`config.mk`:
```
export PLATFORM = sky130hd
export DESIGN_NAME = uft_top
export DESIGN_NICKNAME = d
export VERILOG_FILES = /design/src/hw/uft_baud.v /design/src/hw/uft_fifo.v /design/src/hw/uft_top.v
export VERILOG_INCLUDE_DIRS = /design/src /design/src/hw
export SDC_FILE = /design/constraint.sdc
export NUM_CORES = 1
export LEC_CHECK = 0
export BUFFER_PORTS_ARGS = -buffer_cell sky130_fd_sc_hd__buf_2
export CELL_PAD_IN_SITES_DETAIL_PLACEMENT = 1
export CELL_PAD_IN_SITES_GLOBAL_PLACEMENT = 2
export CORE_ASPECT_RATIO = 0.7
export CORE_MARGIN = 2
export CORE_UTILIZATION = 41
export DETAILED_ROUTE_END_ITERATION = 10
export PLACE_DENSITY = 0.79
export SLEW_MARGIN = 30
export SYNTH_ARGS = -nofsm -noshare
export SYNTH_HDL_FRONTEND = slang
export SYNTH_SLANG_ARGS = --single-unit
```
`constraint.sdc`:
```
create_clock -name clk_i -period 3.26 [get_ports clk_i]
set_input_delay 0.163 -clock clk_i [delete_from_list [all_inputs] [get_ports clk_i]]
set_output_delay 0.163 -clock clk_i [all_outputs]
set_load 0.01 [all_outputs]
```
`src/hw/uft_map.vh`:
```
`ifndef UFT_MAP_VH
`define UFT_MAP_VH
// ----------------------------------------------------------------------
// Register offsets (4-bit address)
// ----------------------------------------------------------------------
`define UFT_ADR_DATA      4'h0
`define UFT_ADR_IEN       4'h1
`define UFT_ADR_ISR_FCTL  4'h2
`define UFT_ADR_LCTL      4'h3
`define UFT_ADR_LSTAT     4'h5
`define UFT_ADR_EVT_STAT  4'h8
`define UFT_ADR_EVT_MASK  4'h9
// ----------------------------------------------------------------------
// Field positions
// ----------------------------------------------------------------------
`define UFT_FCTL_EN       0
`define UFT_FCTL_RXCLR    1
`define UFT_FCTL_TXCLR    2
`define UFT_FCTL_TRIG_LO  6
`define UFT_FCTL_TRIG_HI  7
`define UFT_IEN_RX        0
`define UFT_LCTL_WL_LO    0
`define UFT_LCTL_WL_HI    1
`define UFT_LCTL_DLAB     7
`define UFT_LSR_DR        0
`define UFT_LSR_OE        1
`define UFT_LSR_THRE      5
`define UFT_LSR_TEMT      6
`define UFT_EVT_RXLVL     0
`define UFT_EVT_RXTO      1
`define UFT_EVT_TXEMPTY   2
// ----------------------------------------------------------------------
// Reset values and interrupt identity codes
// ----------------------------------------------------------------------
`define UFT_RST_BYTE      8'h00
`define UFT_RST_DIV       16'h0001
`define UFT_RST_DIV_LO    8'h01
`define UFT_ISR_NONE      8'h01
`define UFT_ISR_RXLVL     8'h04
`define UFT_ISR_RXTO      8'h0c
`define UFT_ISR_FIFO_ON   8'hc0
// ----------------------------------------------------------------------
// Counts
// ----------------------------------------------------------------------
`define UFT_DEPTH         5'h10
`define UFT_TRIG0         5'h01
`define UFT_TRIG1         5'h04
`define UFT_TRIG2         5'h08
`define UFT_TRIG3         5'h0e
`define UFT_WL_BASE       6'h05
`define UFT_TO_MULT       2
`define UFT_TO_ADD        6'h0c
`define UFT_SIXTEENTHS    4'hf
`endif

```
`src/hw/uft_baud.v`:
```
`timescale 1ns/1ps
module uft_baud (
  input  wire        clk_i,
  input  wire        arst_n_i,
  input  wire [15:0] div_i,
  input  wire        load_i,
  output reg         tick_o,
  output reg         baud_o
);
`include "uft_map.vh"
  reg  [15:0] cnt_reg;

  // A divisor of zero parks the generator rather than wrapping
  always @(posedge clk_i or negedge arst_n_i) begin
    if (!arst_n_i) begin
      cnt_reg <= `UFT_RST_DIV;
      tick_o  <= 1'b0;
      baud_o  <= 1'b0;
    end else if (div_i == 16'h0000) begin
      cnt_reg <= div_i;
      tick_o  <= 1'b0;
      baud_o  <= 1'b0;
    end else if (load_i) begin
      // A load opens a full period just as a tick does, minus the pulse
      cnt_reg <= div_i;
      tick_o  <= 1'b0;
      baud_o  <= 1'b1;
    end else if (cnt_reg <= 16'h0001) begin
      cnt_reg <= div_i;
      tick_o  <= 1'b1;
      baud_o  <= 1'b1;
    end else begin
      cnt_reg <= cnt_reg - 16'h0001;
      tick_o  <= 1'b0;
      baud_o  <= (cnt_reg - 16'h0001) > {1'b0, div_i[15:1]};
    end
  end
endmodule // uft_baud

```
`src/hw/uft_fifo.v`:
```
`timescale 1ns/1ps
module uft_fifo (
  input  wire       clk_i,
  input  wire       arst_n_i,
  input  wire       clr_i,
  input  wire       one_deep_i,
  input  wire       push_i,
  input  wire [7:0] din_i,
  input  wire       pop_i,
  output wire [7:0] dout_o,
  output wire [4:0] count_o,
  output wire       full_o,
  output wire       empty_o
);
`include "uft_map.vh"
  reg  [7:0] mem_reg [0:15];
  reg  [3:0] wr_reg;
  reg  [3:0] rd_reg;
  reg  [4:0] cnt_reg;
  wire       do_push;
  wire       do_pop;
  genvar     gi;

  // Disabled mode behaves as a single holding register
  assign full_o  = one_deep_i ? (cnt_reg != 5'h00) : (cnt_reg == `UFT_DEPTH);
  assign empty_o = (cnt_reg == 5'h00);
  assign do_push = push_i & ~full_o;
  assign do_pop  = pop_i & ~empty_o;
  assign dout_o  = mem_reg[rd_reg];
  assign count_o = cnt_reg;

  generate
    for (gi = 0; gi < 16; gi = gi + 1) begin : g_ent
      localparam [31:0] IDX = gi;
      always @(posedge clk_i or negedge arst_n_i) begin
        if (!arst_n_i) begin
          mem_reg[gi] <= 8'h00;
        end else if (do_push && wr_reg == IDX[3:0]) begin
          mem_reg[gi] <= din_i;
        end
      end
    end
  endgenerate

  always @(posedge clk_i or negedge arst_n_i) begin
    if (!arst_n_i) begin
      wr_reg  <= 4'h0;
      rd_reg  <= 4'h0;
      cnt_reg <= 5'h00;
    end else if (clr_i) begin
      wr_reg  <= 4'h0;
      rd_reg  <= 4'h0;
      cnt_reg <= 5'h00;
    end else begin
      if (do_push) begin
        wr_reg <= wr_reg + 4'h1;
      end
      if (do_pop) begin
        rd_reg <= rd_reg + 4'h1;
      end
      if (do_push && !do_pop) begin
        cnt_reg <= cnt_reg + 5'h01;
      end else if (do_pop && !do_push) begin
        cnt_reg <= cnt_reg - 5'h01;
      end
    end
  end
endmodule // uft_fifo

```
`src/hw/uft_top.v`:
```
// How it works
// - Sixteen-byte send and receive queues, active only with FIFO enable bit 0.
// - Receive trigger level is programmable; transmit side has none.
// - Unread received bytes below trigger level raise a time-out interrupt.
// - Data-ready and time-out share one priority, enabled by enable bit 0.
// - Data interrupt rises when receive count reaches the trigger level.
// - No time-out interrupt while the receive queue is empty.
// - Time-out counter clears at each stop-bit center and each data read.
// - Time-out length in bit times is four times word length plus twelve.
// - Generator divides the input clock by any divisor 1 to 65535.
// - Baud clock output runs at sixteen times the bit rate; at divisor 1 it stays high.
// - Divisor lives in a high and a low byte register.
// - Divisor bytes are reachable only while line control bit 7 is set.
//
// Added by the designer: the register addresses and the address-and-strobe port.
`timescale 1ns/1ps
module uft_top (
  input  wire       clk_i,
  input  wire       arst_n_i,
  input  wire [3:0] addr_i,
  input  wire [7:0] wdata_i,
  input  wire       wr_i,
  input  wire       rd_i,
  output reg  [7:0] rdata_o,
  input  wire       rx_valid_i,
  input  wire [7:0] rx_data_i,
  input  wire       rx_stop_center_i,
  output reg        tx_valid_o,
  output reg  [7:0] tx_data_o,
  input  wire       tx_take_i,
  output reg        sample_tick_o,
  output reg        baud_clock_out_o,
  output reg        irq_o
);
`include "uft_map.vh"
  // --------------------------------------------------------------------
  // Registers
  // --------------------------------------------------------------------
  reg  [7:0]  fifo_control_reg;
  reg  [7:0]  interrupt_enable_reg;
  reg  [7:0]  line_control_reg;
  reg  [7:0]  divisor_low_byte_reg;
  reg  [7:0]  divisor_high_byte_reg;
  reg  [2:0]  evt_stat_reg;
  reg  [2:0]  evt_mask_reg;
  reg         overrun_reg;
  reg         to_pend_reg;
  reg  [5:0]  to_cnt_reg;
  reg  [3:0]  sixteenth_reg;
  reg         tx_empty_d_reg;
  reg         fifo_on_d_reg;
  // --------------------------------------------------------------------
  // Decode
  // --------------------------------------------------------------------
  wire        dlab    = line_control_reg[`UFT_LCTL_DLAB];
  wire        fifo_on = fifo_control_reg[`UFT_FCTL_EN];
  wire        wr_data = wr_i && addr_i == `UFT_ADR_DATA && !dlab;
  wire        rd_data = rd_i && addr_i == `UFT_ADR_DATA && !dlab;
  wire        wr_dll  = wr_i && addr_i == `UFT_ADR_DATA && dlab;
  wire        wr_dlm  = wr_i && addr_i == `UFT_ADR_IEN && dlab;
  wire        wr_ien  = wr_i && addr_i == `UFT_ADR_IEN && !dlab;
  wire        wr_fctl = wr_i && addr_i == `UFT_ADR_ISR_FCTL;
  wire        rd_lsr  = rd_i && addr_i == `UFT_ADR_LSTAT;
  wire        wr_evt  = wr_i && addr_i == `UFT_ADR_EVT_STAT;
  // --------------------------------------------------------------------
  // Queues
  // --------------------------------------------------------------------
  wire [7:0]  rx_dout;
  wire [4:0]  rx_count;
  wire        rx_full;
  wire        rx_empty;
  wire [7:0]  tx_dout;
  wire        tx_full;
  wire        tx_empty;
  wire        fifo_flip = fifo_on != fifo_on_d_reg;
  wire        rx_clr = fifo_flip |
              (wr_fctl & wdata_i[`UFT_FCTL_RXCLR]);
  wire        tx_clr = fifo_flip |
              (wr_fctl & wdata_i[`UFT_FCTL_TXCLR]);
  wire        tx_load = !tx_empty && (!tx_valid_o || tx_take_i);

  // Disabled queues shrink to one byte each
  uft_fifo u_rx (
    .clk_i      (clk_i),
    .arst_n_i   (arst_n_i),
    .clr_i      (rx_clr),
    .one_deep_i (!fifo_on),
    .push_i     (rx_valid_i),
    .din_i      (rx_data_i),
    .pop_i      (rd_data),
    .dout_o     (rx_dout),
    .count_o    (rx_count),
    .full_o     (rx_full),
    .empty_o    (rx_empty)
  );

  uft_fifo u_tx (
    .clk_i      (clk_i),
    .arst_n_i   (arst_n_i),
    .clr_i      (tx_clr),
    .one_deep_i (!fifo_on),
    .push_i     (wr_data),
    .din_i      (wdata_i),
    .pop_i      (tx_load),
    .dout_o     (tx_dout),
    .count_o    (),
    .full_o     (tx_full),
    .empty_o    (tx_empty)
  );
  // --------------------------------------------------------------------
  // Baud generator
  // --------------------------------------------------------------------
  wire        tick;
  wire        baud;
  // The generator sees the byte being written, so a restart uses it
  wire [15:0] div_next = {wr_dlm ? wdata_i : divisor_high_byte_reg,
                          wr_dll ? wdata_i : divisor_low_byte_reg};
  uft_baud u_baud (
    .clk_i    (clk_i),
    .arst_n_i (arst_n_i),
    .div_i    (div_next),
    .load_i   (wr_dll | wr_dlm),
    .tick_o   (tick),
    .baud_o   (baud)
  );
  // --------------------------------------------------------------------
  // Trigger and time-out
  // --------------------------------------------------------------------
  reg  [4:0]  trig_level;
  always @* begin
    case (fifo_control_reg[`UFT_FCTL_TRIG_HI:`UFT_FCTL_TRIG_LO])
      2'b00:   trig_level = `UFT_TRIG0;
      2'b01:   trig_level = `UFT_TRIG1;
      2'b10:   trig_level = `UFT_TRIG2;
      default: trig_level = `UFT_TRIG3;
    endcase
    if (!fifo_on) begin
      trig_level = `UFT_TRIG0;
    end
  end

  wire        rx_lvl   = rx_count >= trig_level;
  wire [5:0]  word_len = `UFT_WL_BASE +
              {4'h0, line_control_reg[`UFT_LCTL_WL_HI:`UFT_LCTL_WL_LO]};
  // Start, parity and stop bits stay out of the limit
  wire [5:0]  to_limit = (word_len << `UFT_TO_MULT) + `UFT_TO_ADD;
  wire        bit_tick = tick && sixteenth_reg == `UFT_SIXTEENTHS;
  wire        to_hit   = bit_tick && to_cnt_reg + 6'h01 >= to_limit;
  wire        rx_ien   = interrupt_enable_reg[`UFT_IEN_RX];

  always @(posedge clk_i or negedge arst_n_i) begin
    if (!arst_n_i) begin
      sixteenth_reg <= 4'h0;
      to_cnt_reg    <= 6'h00;
      to_pend_reg   <= 1'b0;
    end else begin
      if (tick) begin
        sixteenth_reg <= sixteenth_reg + 4'h1;
      end
      if (rx_stop_center_i || rd_data || rx_empty || !fifo_on) begin
        to_cnt_reg <= 6'h00;
      end else if (bit_tick && to_cnt_reg < to_limit) begin
        to_cnt_reg <= to_cnt_reg + 6'h01;
      end
      // A read empties the byte the time-out was about, so it wins
      if (rd_data || rx_empty || !fifo_on) begin
        to_pend_reg <= 1'b0;
      end else if (to_hit && !rx_lvl) begin
        to_pend_reg <= 1'b1;
      end
    end
  end
  // --------------------------------------------------------------------
  // Control registers
  // --------------------------------------------------------------------
  always @(posedge clk_i or negedge arst_n_i) begin
    if (!arst_n_i) begin
      fifo_control_reg      <= `UFT_RST_BYTE;
      interrupt_enable_reg  <= `UFT_RST_BYTE;
      line_control_reg      <= `UFT_RST_BYTE;
      divisor_low_byte_reg  <= `UFT_RST_DIV_LO;
      divisor_high_byte_reg <= `UFT_RST_BYTE;
      evt_mask_reg          <= 3'h0;
      fifo_on_d_reg         <= 1'b0;
    end else begin
      fifo_on_d_reg <= fifo_on;
      if (wr_fctl) begin
        // Clear bits act once and are not stored
        fifo_control_reg <= wdata_i & 8'hc1;
      end
      if (wr_ien) begin
        interrupt_enable_reg <= wdata_i & 8'h0f;
      end
      if (wr_i && addr_i == `UFT_ADR_LCTL) begin
        line_control_reg <= wdata_i;
      end
      if (wr_dll) begin
        divisor_low_byte_reg <= wdata_i;
      end
      if (wr_dlm) begin
        divisor_high_byte_reg <= wdata_i;
      end
      if (wr_i && addr_i == `UFT_ADR_EVT_MASK) begin
        evt_mask_reg <= wdata_i[2:0];
      end
    end
  end
  // --------------------------------------------------------------------
  // Events and interrupt
  // --------------------------------------------------------------------
  wire [2:0]  evt_set;
  assign evt_set[`UFT_EVT_RXLVL]   = rx_ien & rx_lvl & !rx_empty;
  assign evt_set[`UFT_EVT_RXTO]    = rx_ien & to_pend_reg;
  assign evt_set[`UFT_EVT_TXEMPTY] = tx_empty & !tx_empty_d_reg;

  always @(posedge clk_i or negedge arst_n_i) begin
    if (!arst_n_i) begin
      evt_stat_reg   <= 3'h0;
      overrun_reg    <= 1'b0;
      tx_empty_d_reg <= 1'b1;
      irq_o          <= 1'b0;
    end else begin
      tx_empty_d_reg <= tx_empty;
      // A new event beats a write-one clear in the same cycle
      evt_stat_reg <= (evt_stat_reg & ~({3{wr_evt}} & wdata_i[2:0])) |
                      evt_set;
      if (rx_valid_i && rx_full && !rd_data) begin
        overrun_reg <= 1'b1;
      end else if (rd_lsr) begin
        overrun_reg <= 1'b0;
      end
      irq_o <= |(evt_stat_reg & evt_mask_reg);
    end
  end
  // --------------------------------------------------------------------
  // Read data and outputs
  // --------------------------------------------------------------------
  reg  [7:0]  isr_val;
  reg  [7:0]  lsr_val;
  reg  [7:0]  rd_next;
  always @* begin
    isr_val = fifo_on ? `UFT_ISR_FIFO_ON : 8'h00;
    // Both receive causes sit on one level; time-out code shown first
    if (rx_ien && to_pend_reg) begin
      isr_val = isr_val | `UFT_ISR_RXTO;
    end else if (rx_ien && rx_lvl && !rx_empty) begin
      isr_val = isr_val | `UFT_ISR_RXLVL;
    end else begin
      isr_val = isr_val | `UFT_ISR_NONE;
    end
    lsr_val = 8'h00;
    lsr_val[`UFT_LSR_DR]   = !rx_empty;
    lsr_val[`UFT_LSR_OE]   = overrun_reg;
    lsr_val[`UFT_LSR_THRE] = tx_empty;
    lsr_val[`UFT_LSR_TEMT] = tx_empty & !tx_valid_o;
    case (addr_i)
      `UFT_ADR_DATA:
        rd_next = dlab ? divisor_low_byte_reg : rx_dout;
      `UFT_ADR_IEN:
        rd_next = dlab ? divisor_high_byte_reg : interrupt_enable_reg;
      `UFT_ADR_ISR_FCTL: rd_next = isr_val;
      `UFT_ADR_LCTL:     rd_next = line_control_reg;
      `UFT_ADR_LSTAT:    rd_next = lsr_val;
      `UFT_ADR_EVT_STAT: rd_next = {5'h00, evt_stat_reg};
      `UFT_ADR_EVT_MASK: rd_next = {5'h00, evt_mask_reg};
      default:           rd_next = 8'h00;
    endcase
  end

  always @(posedge clk_i or negedge arst_n_i) begin
    if (!arst_n_i) begin
      rdata_o          <= 8'h00;
      tx_valid_o       <= 1'b0;
      tx_data_o        <= 8'h00;
      sample_tick_o    <= 1'b0;
      baud_clock_out_o <= 1'b0;
    end else begin
      if (rd_i) begin
        rdata_o <= rd_next;
      end
      if (tx_clr) begin
        tx_valid_o <= 1'b0;
      end else if (tx_load) begin
        tx_valid_o <= 1'b1;
        tx_data_o  <= tx_dout;
      end else if (tx_take_i) begin
        tx_valid_o <= 1'b0;
      end
      sample_tick_o    <= tick;
      baud_clock_out_o <= baud;
    end
  end
endmodule // uft_top

```
; ---- Word level (Yosys, flattened, before mapping)
; Index checks and enable logic that the tools add are counted.
[op_classes]
add_sub_neg = 13
multipliers = 0
n_div = 0
n_lt_le_gt_ge = 7
eq_ne = 42
shifts = 0
mux = 50
bitwise = 26
reduce_logical = 98
[op_table]
columns = operator, count
row1 = "4-bit == test, second input constant", 19
row2 = 8-bit two-way mux, 9
row3 = 8-bit binary-select mux with 4-bit select, 2
row4 = 1-bit logical AND, 59
row5 = 8-bit case mux with 7 select lines, 1
row6 = 16-bit two-way mux, 3
row7 = 4-bit two-way mux, 10
row8 = "4-bit by 3-bit == test with 1-bit output, second input constant", 9
row9 = 5-bit two-way mux, 6
row10 = "4-bit by 2-bit == test with 1-bit output, second input constant", 6
row11 = "4-bit by 1-bit adder with 4-bit output, second input constant", 5
row12 = 16-bit by 15-bit > comparator with 1-bit output, 1
row13 = "16-bit by 1-bit less-or-equal comparator with 1-bit output, second input constant", 1
row14 = 16-bit logical NOT, 1
row15 = "16-bit by 1-bit subtractor with 16-bit output, second input constant", 1
row16 = 1-bit two-way mux, 15
row17 = 2-bit nonzero test, 7
row18 = "4-bit by 1-bit == test with 1-bit output, second input constant", 3
row19 = 1-bit logical NOT, 12
row20 = 4-bit logical NOT, 3
row21 = 6-bit two-way mux, 2
row22 = 4-bit case mux with 3 select lines, 1
row23 = 1-bit bitwise AND, 11
row24 = "5-bit by 1-bit adder with 5-bit output, second input constant", 2
row25 = other kinds (26), 47
[word_totals]
regBits = 371
latchBits = 0
mem_bits_rw = 0
romBits = 0
in_bits = 27
output_inout_bits = 20
n_memories = 0

; ---- Logic depth before layout (Yosys ltp)
[depth]
depth_word = 9
depth_mapped = 12

; ---- By module
; A second synthesis with hierarchy kept.
[unflattened]
cells_unflattened = 1350
area_unflattened_um2 = 18707.9
[by_module_without_submodules]
columns = module, instances, cells_each, area_per_inst_um2, seq_area_each_um2
row1 = uft_fifo (u_tx), 1, 436, 6876.6, 3528.4
row2 = uft_fifo (u_rx), 1, 447, 6779.0, 3528.4
row3 = uft_top, 1, 314, 3663.5, 1779.2
row4 = uft_baud, 1, 153, 1388.8, 451.7

; ---- Worst setup path after synthesis
; OpenSTA, ideal clock, no wires.
[synth_timing]
kind = register to register
from = register u_rx.cnt_reg[1], in the netlist u_rx.count_o[1]
to = register u_rx.cnt_reg[4], in the netlist u_rx.count_o[4]
setup_time_ps = 137
t_arrival_ps = 3010
required_time_ps = 3123
slack_ps = 113
path_stages_with_launch = 10
synth_period_minus_slack_ps = 3147
cell_sequence = dfrtp_1 > nor4_1 > mux2i_1 > nand3_1 > ha_1 > nor2b_1 > o21a_1 > a2111oi_1 > o21ai_0 > nor3b_1
[synth_via]
elab_chain_len = 7
word_cells_on_any_way = 18
[synth_rtl]
columns = item, line_no
row1 = from (decl), uft_fifo.v:19  ; reg [4:0] cnt_reg;
row2 = from (signal assigned), uft_fifo.v:62  ; cnt_reg <= cnt_reg + 5'h01;
row3 = from (signal assigned), uft_fifo.v:64  ; cnt_reg <= cnt_reg - 5'h01;
row4 = "parallel branches: the longest is 7 deep, another holds 5-bit by 1-bit subtractor with 5-bit output", --
; Several ways; the timed one is not identified. The select of a mux whose other input is x is not followed.
; A chain may end at the register's enable or synchronous reset.

; ---- Worst setup path in the final report
[layout_timing]
from = register u_tx.cnt_reg[1], in the netlist u_tx.count_o[1]
to = register u_tx.cnt_reg[4], in the netlist u_tx.count_o[4]
[layout_via]
elab_chain_len = 8
word_cells_on_any_way = 20
[layout_rtl]
columns = item, line_no
row1 = from (decl), uft_fifo.v:19
row2 = from (signal assigned), uft_fifo.v:62
row3 = from (signal assigned), uft_fifo.v:64
row4 = "parallel branches: the longest is 8 deep, another holds 5-bit by 1-bit subtractor with 5-bit output", --
; Several ways; the timed one is not identified. The select of a mux whose other input is x is not followed.

==> out/results.ini <==
[die]
core_area_um2=44700
start_util=0.413
design.portCount=47
die_area_um2=46800
rows=65
die_h_um=182
die_w_um=258

[sta]
fin_crit_ns=3.05
rsz0062_at_grt=no
slew_headroom=0.459
slew_viol_final=0
fin_crit_sh=0.935
setup_ws_ns=0.212
tightest_slew_ns=0.812
setup_viol=0
hold_viol=0
fin_setup_tns_ns=0
fmax_mhz=328
finalClockSkew_ns=0.0201

[synth]
syn_avg_cell_area_um2=13.3
synth_area_um2=18500
netlist_instances=1390
synth_area_leaders=dfrtp_1, mux2_2, mux4_2, ha_1, nand2_1
synth-main-ff-cell=dfrtp_1
synth_edf_count=0
yosysSeqAreaShare=0.503
synth_top_cell_area_share=0.499
yosysTopAreaCell=dfrtp_1
ys_types=84
async_flop_share=1.00
syn_nets=1462
yosysWarningCount=0
synth.ff_latch_count=371

[worst_setup_path]
cp.required_ns=3.68
crit_type=reg -> reg
crit_chain=nor4_4 > mux2i_2 > nand3_2 > ha_1 > nor2b_1 > o21a_1 > a2111oi_0 > o21ai_0 > nor3b_1
slowest_stage=a2111oi_0
cpPeakStageDelay_ns=0.47
r2r_start=u_tx.count_o[1]
crit_cells=9
cp-end-kind=flip-flop
startpoint_type=flip-flop
rr_worst_depth=9
path_buf_inv=0
cp_max_fo=7
crit_family=simple AND/OR/NAND/NOR gates
critPathLaunch=u_tx.count_o[1]
cp.arrival_ns=3.46

[placed_design]
io_buffers=46
dp.cells=1996
dp_slack_ns=0.135
gp_congestion=0.810
post-dp-hpwl_um=33800

[hold_path]
min_from=addr_i[1]
hold_path_depth=5
min_path_type=in -> reg

[power_and_ir_drop]
p_per_area_nw_per_um2=688
leakage_nw=9.70
ir_drop_mv=0.381
p_total_mw=14.4

[clocking]
htreeDepth=2
clk_pin_slew_ns=0.06
cts_tree=yes
cts_sinks=371
clk_path_buf_depth=3
cts_root_buffer=clkbuf_16
cts_setup_buffers=0
clock_latency_ns=0.54
cts_buffers=40

[cells_and_area]
final_common_cell=dfrtp_1
final_core_util=0.468
layoutNonFillerInstCount=2074
final_cell_mix=dfrtp_1, mux2_2, nand2_1
drive_gt1_frac=0.376
syn_to_final_growth_pct=13.3
final_nets=1511

[detailed_routing]
drt-total-wl_um=48700
first_pass_iters=5
drc=0
vias=11800
via_per_inst=5.67
ant_nets=0
drtIter0Drc=655
drt-wirelength-per-cell_um=23.5

[outcome]
outcome=finished, final reports clean

[global_routing]
grt_pass1_vias=12600
antenna_found_initial=3
grt_use_total=0.213
grt_max_degree=87
gr-total-overflow=0
grt_pass1_wl_um=77200

[flow_run]
maxCapViolCount=0

cells by family (layout without fill, tap and decap cells):
kind of cell / count (synthesis) / after routing / share of synthesized area
AOI/OAI and AO/OA: 147 / 147 / 0.0542
xor gates and xnor gates: 41 / 41 / 0.0194
adders and majority gates: 45 / 45 / 0.0313
buffers and inverters: 121 / 200 / 0.0267
DFF: 371 / 371 / 0.503
muxes: 386 / 386 / 0.275
other: 0 / 2 / 0
and+or+nand+nor: 279 / 279 / 0.0907
synth_stat cells, types with 12 or more instances:
library cell,number
dfrtp_1,368
mux2_2,285
nand2_1,76
mux4_2,64
clkbuf_1,56
ha_1,43
inv_1,41
nor2_1,41
o21ai_0,39
nand3_1,34
a21oi_1,29
mux2i_1,26
xnor2_1,26
buf_2,18
nor3_1,18
xor2_1,15
nand4_1,14
a221oi_1,12
nor2b_1,12
worst min-delay path: stages:
cell      delay, ns
buf_2          0.11
nor3b_4        0.07
nand3b_1       0.10
o21ai_0        0.07
nand2_1        0.06
what timing repair did:
action / 4_1_cts / 5_1_grt
hold buffers: 4 / 0
hold endpoints to repair: 82 / 0
resized for setup: 0 / 5
setup endpoints to repair: 0 / 3
where the power goes:
part / leakage, nW / switching (mW) / total (mW) / internal [mW]
Combinational: 4.03 / 2.04 / 3.79 / 1.75
Clock: 0.669 / 1.93 / 4.72 / 2.79
Sequential: 5.00 / 0.622 / 5.89 / 5.27
Total: 9.70 / 4.59 / 14.4 / 9.81
through the flow:
stage / hold WS, ns / cell area, um2
final: 0.0843 / 20900
after global routing: 0.102 / 20900
after CTS: 0.0593 / 20900
after detailed placement: 0.246 / 19500
after global placement: 0.213 / 19500
after floorplan: -0.133 / 18500
routing by layer:
metal	up-vias	track usage	routed length (um)
li1	5236	-	-
met1	6271	0.335	25000
met2	188	0.309	21000
met3	55	0.0375	2100
met4	2	0.0400	637
met5	-	0	14
cell type report:
| class | count | area, um2 |
|---|---|---|
| antenna | 2 | 5.00 |
| inverter | 43 | 161 |
| sequential | 371 | 9290 |
| clock inverter | 21 | 230 |
| tap | 603 | 754 |
| timing repair buffer | 85 | 618 |
| multi-input combinational | 898 | 8720 |
| clock buffer | 51 | 1130 |
| fill | 4563 | 23800 |
final timing paths:
kind                                    end  slack (ns)
min in group asynchronous  u_rx.mem_reg[39]        0.23
setup reg to reg            u_tx.count_o[4]        0.21
hold reg to reg            baud_clock_out_o        0.42
hold / removal              evt_stat_reg[1]        0.08
max in group asynchronous   u_tx.mem_reg[8]        2.03
setup / recovery            u_tx.count_o[4]        0.21
Power figures use the tool's default switching activity.
